## src/shared/tmr_defines.svh

```systemverilog
// Register offsets, field positions, reset values and counts of the overflow counter unit.
`ifndef TMR_DEFINES_SVH
`define TMR_DEFINES_SVH

// ----------------------------------------------------------------
// Register byte offsets
// ----------------------------------------------------------------
`define OFF_COUNT 8'h00
`define OFF_OPTION 8'h04
`define OFF_INT_CONTROL 8'h08
`define OFF_IRQ_STATUS 8'h0C
`define OFF_IRQ_MASK 8'h10

// ----------------------------------------------------------------
// Field positions
// ----------------------------------------------------------------
`define OPT_CLK_SRC_BIT 5
`define OPT_EDGE_SEL_BIT 4
`define OPT_PRE_ASSIGN_BIT 3
`define OPT_RATE_LSB 0
`define INTC_IRQ_EN_BIT 5
`define INTC_FLAG_BIT 2
`define IRQ_OVF_BIT 0

// ----------------------------------------------------------------
// Reset values and counts
// ----------------------------------------------------------------
`define RST_COUNT 8'h00
`define RST_CLK_SRC 1'b1
`define RST_EDGE_SEL 1'b1
`define RST_PRE_ASSIGN 1'b1
`define RST_RATE 3'h7
`define WRITE_INHIBIT_CYCLES 2'h2
`define PHASE_SECOND_QUARTER 2'h1
`define PHASE_FOURTH_QUARTER 2'h3

`endif

```

## src/shared/tmr_pkg.sv

```systemverilog
// Types shared by the overflow counter unit and its phase generator.
`default_nettype none
package tmr_pkg;

   typedef struct packed {
      logic [1:0] phase;
   } phase_state_t;

   typedef struct packed {
      logic [7:0] count;
      logic clk_src;
      logic edge_sel;
      logic pre_off;
      logic [2:0] rate;
      logic flag;
      logic irq_en;
      logic [7:0] pre;
      logic [1:0] inhibit;
      logic pin_meta;
      logic pin_sync;
      logic pin_prev;
      logic pending;
      logic [31:0] prdata;
   } tmr_state_t;

endpackage
`default_nettype wire

```

## src/hw/quarter_phase_gen.sv

```systemverilog
// Quarter phase generator: one instruction cycle is four clock periods.
`include "tmr_defines.svh"
`default_nettype none
module quarter_phase_gen (
   input wire logic pclk, // System clock.
   input wire logic presetn, // Asynchronous reset, active low.
   output logic second_quarter_phase, // Pulse in the second quarter.
   output logic fourth_quarter_phase // Pulse in the last quarter; ends an instruction.
);
   tmr_pkg::phase_state_t s;
   tmr_pkg::phase_state_t next_s;

   always_comb begin
      next_s = s;
      next_s.phase = s.phase + 2'h1;
   end

   always_ff @(posedge pclk or negedge presetn) begin
      if (!presetn) begin
         s <= '{phase: 2'h0};
      end else begin
         s <= next_s;
      end
   end

   assign second_quarter_phase = (s.phase == `PHASE_SECOND_QUARTER);
   assign fourth_quarter_phase = (s.phase == `PHASE_FOURTH_QUARTER);
endmodule
`default_nettype wire

```

## src/hw/overflow_counter_unit.sv

```systemverilog
// Eight-bit timer/counter with shared prescaler, overflow flag and APB registers.
//
// Notes on behaviour
// - With the internal source chosen and no prescaler the count rises once per instruction.
// - A software write to the count stops counting for the two instruction cycles after it.
// - Clock source select at one makes the count follow edges of the external pin.
// - Source edge select picks the rising (0) or falling (1) pin edge in counter mode.
// - The prescaler serves this counter only while prescaler assign is zero.
// - The three-bit prescale rate picks one of eight ratios from 1:2 to 1:256.
// - The prescaler is hidden from software and a count write clears it while assigned.
// - Every wrap of the count from FFh to 00h sets the overflow flag, enabled or not.
// - Only software clears the overflow flag; hardware never does.
// - The interrupt output is high only while both flag and enable are set.
// - In sleep the counter is frozen, so no overflow can occur or wake the core.
// - External counts are taken into the count only on second or fourth quarter phases.
`include "tmr_defines.svh"
`default_nettype none
module overflow_counter_unit (
   input wire logic pclk, // System clock, 20 MHz.
   input wire logic presetn, // Asynchronous reset, active low.
   input wire logic psel, // APB select.
   input wire logic penable, // APB access phase.
   input wire logic pwrite, // APB direction, high for write.
   input wire logic [7:0] paddr, // APB byte address.
   input wire logic [31:0] pwdata, // APB write data.
   output logic [31:0] prdata, // APB read data.
   output logic pready, // APB ready, always high.
   output logic pslverr, // APB error for an unmapped address.
   input wire logic external_count_pin, // External count pin, asynchronous.
   input wire logic sleep_mode, // Core is asleep; freezes counting.
   output logic irq // Overflow interrupt, level.
);

   // ----------------------------------------------------------------
   // Helpers
   // ----------------------------------------------------------------
   function automatic logic [7:0] prescale_top(input logic [2:0] rate);
      logic [8:0] ratio;
      ratio = 9'h002 << rate;
      return ratio[7:0] - 8'h01;
   endfunction

   function automatic logic addr_mapped(input logic [7:0] a);
      return (a == `OFF_COUNT) || (a == `OFF_OPTION) || (a == `OFF_INT_CONTROL) ||
             (a == `OFF_IRQ_STATUS) || (a == `OFF_IRQ_MASK);
   endfunction

   tmr_pkg::tmr_state_t s;
   tmr_pkg::tmr_state_t next_s;
   logic second_quarter_phase;
   logic fourth_quarter_phase;
   logic acc;
   logic wr;
   logic wr_count;
   logic ext_edge;
   logic src_pulse;
   logic pre_event;
   logic apply;
   logic inc_now;
   logic ovf_set;
   logic flag_clr;

   quarter_phase_gen u_phase (
      .pclk(pclk),
      .presetn(presetn),
      .second_quarter_phase(second_quarter_phase),
      .fourth_quarter_phase(fourth_quarter_phase)
   );

   // ----------------------------------------------------------------
   // Next state
   // ----------------------------------------------------------------
   always_comb begin
      next_s = s;
      acc = psel && penable;
      wr = acc && pwrite && addr_mapped(paddr);
      wr_count = wr && (paddr == `OFF_COUNT);

      // Two-stage synchroniser; the edge detector compares the second stage with its delayed copy pin_prev.
      next_s.pin_meta = external_count_pin;
      next_s.pin_sync = s.pin_meta;
      next_s.pin_prev = s.pin_sync;
      ext_edge = s.edge_sel ? (s.pin_prev && !s.pin_sync)
                            : (s.pin_sync && !s.pin_prev);

      // Source selection; sleep removes every source.
      src_pulse = s.clk_src ? ext_edge : fourth_quarter_phase;
      if (sleep_mode) begin
         src_pulse = 1'b0;
      end

      // Prescaler, attached only when assigned.
      pre_event = 1'b0;
      if (!s.pre_off) begin
         if (src_pulse) begin
            if (s.pre == prescale_top(s.rate)) begin
               next_s.pre = 8'h00;
               pre_event = 1'b1;
            end else begin
               next_s.pre = s.pre + 8'h01;
            end
         end
      end else begin
         pre_event = src_pulse;
      end

      // Counter-mode events wait for the next sampling phase so that the count
      // always moves at a known point of the instruction cycle.
      if (s.clk_src) begin
         apply = s.pending && (second_quarter_phase || fourth_quarter_phase)
                 && !sleep_mode;
         next_s.pending = pre_event || (s.pending && !apply);
      end else begin
         apply = pre_event;
         next_s.pending = 1'b0;
      end

      inc_now = apply && (s.inhibit == 2'h0) && !sleep_mode;
      ovf_set = inc_now && (s.count == 8'hFF);
      if (inc_now) begin
         next_s.count = s.count + 8'h01;
      end
      if (fourth_quarter_phase && (s.inhibit != 2'h0)) begin
         next_s.inhibit = s.inhibit - 2'h1;
      end

      // ----------------------------------------------------------------
      // Register writes
      // ----------------------------------------------------------------
      flag_clr = 1'b0;
      if (wr) begin
         case (paddr)
            `OFF_COUNT: begin
               next_s.count = pwdata[7:0];
               next_s.inhibit = `WRITE_INHIBIT_CYCLES;
               next_s.pending = 1'b0;
               if (!s.pre_off) begin
                  next_s.pre = 8'h00;
               end
            end
            `OFF_OPTION: begin
               next_s.clk_src = pwdata[`OPT_CLK_SRC_BIT];
               next_s.edge_sel = pwdata[`OPT_EDGE_SEL_BIT];
               next_s.pre_off = pwdata[`OPT_PRE_ASSIGN_BIT];
               next_s.rate = pwdata[`OPT_RATE_LSB +: 3];
            end
            `OFF_INT_CONTROL: begin
               next_s.irq_en = pwdata[`INTC_IRQ_EN_BIT];
               flag_clr = !pwdata[`INTC_FLAG_BIT];
            end
            `OFF_IRQ_STATUS: begin
               flag_clr = pwdata[`IRQ_OVF_BIT];
            end
            `OFF_IRQ_MASK: begin
               next_s.irq_en = pwdata[`IRQ_OVF_BIT];
            end
            default: begin
               flag_clr = 1'b0;
            end
         endcase
      end
      // A wrap in the same cycle as a clear keeps the flag set.
      next_s.flag = (s.flag && !flag_clr) || ovf_set;

      // ----------------------------------------------------------------
      // Read data, captured in the setup cycle
      // ----------------------------------------------------------------
      if (psel && !penable && !pwrite) begin
         next_s.prdata = 32'h0000_0000;
         case (paddr)
            `OFF_COUNT: begin
               next_s.prdata[7:0] = s.count;
            end
            `OFF_OPTION: begin
               next_s.prdata[`OPT_CLK_SRC_BIT] = s.clk_src;
               next_s.prdata[`OPT_EDGE_SEL_BIT] = s.edge_sel;
               next_s.prdata[`OPT_PRE_ASSIGN_BIT] = s.pre_off;
               next_s.prdata[`OPT_RATE_LSB +: 3] = s.rate;
            end
            `OFF_INT_CONTROL: begin
               next_s.prdata[`INTC_IRQ_EN_BIT] = s.irq_en;
               next_s.prdata[`INTC_FLAG_BIT] = s.flag;
            end
            `OFF_IRQ_STATUS: begin
               next_s.prdata[`IRQ_OVF_BIT] = s.flag;
            end
            `OFF_IRQ_MASK: begin
               next_s.prdata[`IRQ_OVF_BIT] = s.irq_en;
            end
            default: begin
               next_s.prdata = 32'h0000_0000;
            end
         endcase
      end
   end

   // ----------------------------------------------------------------
   // State register
   // ----------------------------------------------------------------
   always_ff @(posedge pclk or negedge presetn) begin
      if (!presetn) begin
         s <= '{count: `RST_COUNT, clk_src: `RST_CLK_SRC, edge_sel: `RST_EDGE_SEL,
                pre_off: `RST_PRE_ASSIGN, rate: `RST_RATE, flag: 1'b0, irq_en: 1'b0,
                pre: 8'h00, inhibit: 2'h0, pin_meta: 1'b0, pin_sync: 1'b0,
                pin_prev: 1'b0, pending: 1'b0, prdata: 32'h0000_0000};
      end else begin
         s <= next_s;
      end
   end

   // ----------------------------------------------------------------
   // Outputs
   // ----------------------------------------------------------------
   assign prdata = s.prdata;
   assign pready = 1'b1;
   assign pslverr = psel && penable && !addr_mapped(paddr);
   assign irq = s.flag && s.irq_en;
endmodule
`default_nettype wire

```

## config.mk

```make
export PLATFORM = sky130hd
export DESIGN_NAME = overflow_counter_unit
export DESIGN_NICKNAME = d
export VERILOG_FILES = /design/src/shared/tmr_pkg.sv /design/src/hw/quarter_phase_gen.sv /design/src/hw/overflow_counter_unit.sv
export VERILOG_INCLUDE_DIRS = /design/src /design/src/shared
export SDC_FILE = /design/constraint.sdc
export NUM_CORES = 1
export LEC_CHECK = 0
export ABC_AREA = 0
export BUFFER_PORTS_ARGS = -buffer_cell sky130_fd_sc_hd__buf_2
export CORE_AREA = 2 2 75 77
export CTS_BUF_LIST = sky130_fd_sc_hd__clkbuf_16
export CTS_CLUSTER_DIAMETER = 80
export DETAILED_ROUTE_END_ITERATION = 16
export DIE_AREA = 0 0 77 79
export PLACE_DENSITY = 0.83
export RECOVER_POWER = 25
export SETUP_SLACK_MARGIN = 0.02
export SKIP_LAST_GASP = 1
export SYNTH_ARGS = -nofsm -noshare
export SYNTH_HDL_FRONTEND = slang
export SYNTH_SLANG_ARGS = --single-unit
```

## constraint.sdc

```tcl
create_clock -name pclk -period 3.03 [get_ports pclk]
set_clock_uncertainty 0.05 [all_clocks]
set_input_delay 0.7575 -clock pclk [delete_from_list [all_inputs] [get_ports pclk]]
set_output_delay 0.7575 -clock pclk [all_outputs]
set_load 0.05 [all_outputs]
```

==> results.json <==
{
  "portBuffers": 32,
  "cts_resized": 0,
  "p_seq_share_pct": 43.4,
  "grt_pass1_wl_mm": 8.45,
  "tightestPinTransition_ns": 0.896,
  "slew-limit-headroom_pct": 40.3,
  "p_leak_nw": 1.28,
  "worst_slack_ns": 0.520,
  "r2r_start": "s[33]$_DFF_PN0_",
  "setup_viol": 0,
  "vias_per_cell": 5.36,
  "final_design_area_no_fill_mm2": 0.00281,
  "wl_met2_mm": 2.41,
  "pwr-share-comb_pct": 18.3,
  "die_h_um": 79,
  "tns_ns": 0,
  "cp.arrival_ns": 1.70,
  "top_layer": "met4",
  "reg2regPathDepth": 7,
  "place_hpwl_mm": 3.58,
  "ys.flop_type": "dfrtp_1",
  "final_max_slew_viol_count": 0,
  "rows": 27,
  "synthDistinctLibCells": 54,
  "mostFrequentLayoutCell": "dfrtp_1",
  "grt.overflow.total": 0,
  "wl_per_cell_um": 13.6,
  "crit_type": "input pin to output pin",
  "post-synth-top-area-cell": "dfrtp_1",
  "m1WireLength_mm": 2.34,
  "vias": 2032,
  "synth_top_cell_area_share_pct": 32.5,
  "clockBufferDepth": 2,
  "gp_congestion": 0.831,
  "crit_path_start_kind": "input pin",
  "seq_area_frac_synth_pct": 38.5,
  "synth-seq-cells": 40,
  "drc": 0,
  "place_ws_ns": 0.357,
  "placed_cells": 371,
  "cap_violations": 0,
  "r2r_end": "s[45]$_DFF_PN0_",
  "fin_nets": 358,
  "hold_path_startpoint": "next_s[34]$_DFF_PN0_",
  "cts_made_buffers": 5,
  "final_cell_mix": "dfrtp_1, nand2_1, buf_2",
  "finalNonFillerCells": 379,
  "die_x_um": 77,
  "status": "finished clean",
  "start_util_pct": 49.0,
  "root_buffer": "clkbuf_16",
  "cts_sinks": 40,
  "synth_area_per_cell_um2": 9.03,
  "grt_max_degree": 41,
  "crit_path_end_kind": "output pin",
  "grt.total_usage_pct": 17.6,
  "dr_wl_met3_um": 282,
  "swShare_pct": 31.1,
  "clock_latency_ns": 0.29,
  "clockPowerShare_pct": 38.3,
  "clkTransAtPathRegs_ns": 0.06,
  "drive_gt1_share_pct": 21.5,
  "synthArstFlopShare_pct": 100,
  "required_ns": 2.22,
  "cp_max_fo": 15,
  "ctsHoldBuffers": 0,
  "seq_area_mm2": 0.00101,
  "antenna_found_initial": 0,
  "dpl-instance-area_mm2": 0.00264,
  "hold_end": "next_s[33]$_DFF_PN0_",
  "period_share_pct": 82.8,
  "hold_class": "flop to flop",
  "fin_crit_ns": 2.51,
  "drt_iter0_drc": 198,
  "wl_mm": 5.16,
  "syn2layout_area_growth_pct": 7.31,
  "switchingPower_mw": 0.489,
  "htree_levels": 2,
  "drtPass1Iterations": 4,
  "total_power_mw": 1.57,
  "max_freq_mhz": 398,
  "whs_path_depth": 0,
  "syn_inst": 290,
  "rsz0062_at_grt": "false",
  "yosysWarnings": 0,
  "die_area_mm2": 0.00608,
  "internal_power_mw": 1.08,
  "power_per_cell_area_mw_per_mm2": 559,
  "fin_util_pct": 52.6,
  "synth_area_leaders": "dfrtp_1, buf_4, dfstp_2",
  "grt_pass1_vias": 1843,
  "ios": 82,
  "multiInputGateArea_mm2": 0.00133,
  "diodes": 0,
  "synth_edf_count": 0,
  "vdd_drop_max_uv": 253,
  "post_cts.repair.setup_buffers": 0,
  "drtAntennaViolNets": 0,
  "fin_hold_ws_ns": 0.307,
  "hold_viol": 0,
  "ff2ff_setup_slack_ns": 0.70,
  "syn_area_mm2": 0.00262,
  "tritoncts": "done",
  "core_mm2": 0.00534,
  "fill_cells": 486
}
## synthesized netlist by cell type, types with 3 or more instances
library cell	n
buf_2	3
buf_6	3
nor2_1	17
a31oi_1	5
nor3_1	6
ha_1	5
nand2_1	32
nand2b_1	3
clkbuf_1	8
a22o_1	5
mux2i_1	7
and3_1	5
dfrtp_1	34
a21oi_1	14
nand3_1	7
o21ai_1	3
buf_4	33
xnor2_1	8
a211oi_1	4
inv_1	11
o21ai_0	23
dfstp_2	6
mux2_2	6
a2111oi_2	3
## area by class of cell
class / instances / share of cell area [%]
Clock buffer: 5 / 4.45
Tap cell: 72 / 3.21
Inverter: 12 / 1.60
Clock inverter: 3 / 1.51
Sequential cell: 40 / 35.9
Multi-Input combinational cell: 214 / 47.3
Timing Repair Buffer: 33 / 5.97
## cells by family (layout without fill, tap and decap cells)
family	count (synthesis)	count (layout)	share of synthesized area, %
simple gates	92	92	18.8
compound gates	70	70	17.5
buf+inv	59	53	14.2
flops	40	40	38.5
mux	13	13	5.26
xor+xnor	9	9	3.01
fa+ha+maj	5	5	2.39
other cells	2	25	0.287
## flip-flops by register name, indices dropped and copies added, names as in the netlist
signal and count:
prdata 8, u_phase.s 2, next_s 2, s 28
## worst max-delay path, stage by stage
cell and delay [ns]:
buf_2 0.32, o21ai_0 0.16, a31oi_2 0.19, buf_2 0.28
## worst max-delay path by stage
stage                  start               to  slack (ns)  cells past startpoint
finish              paddr[2]          pslverr        0.52                      4
global route        paddr[2]          pslverr        0.48                      4
CTS                 paddr[2]          pslverr        0.53                      4
detailed placement  paddr[1]  s[39]$_DFF_PN0_        0.36                      8
global placement    paddr[1]  s[39]$_DFF_PN0_        0.37                      8
floorplan           paddr[2]          pslverr        0.11                      4
## power groups by stage
stage | registers (mW) | logic, mW | clock network [mW]
6_report | 0.681 | 0.288 | 0.601
5_1_grt | 0.693 | 0.319 | 0.638
4_1_cts | 0.678 | 0.290 | 0.608
3_5_place_dp | 0.687 | 0.287 | 0
3_3_place_gp | 0.682 | 0.274 | 0
2_1_floorplan | 0.663 | 0.257 | 0
## routing by layer
layer	GRT usage, %	vias to the layer above
met5	0	-
met4	7.50	0
met3	4.09	11
met2	29.4	66
met1	22.0	967
li1	-	988
Note: power is estimated with default switching activity, not from simulation.
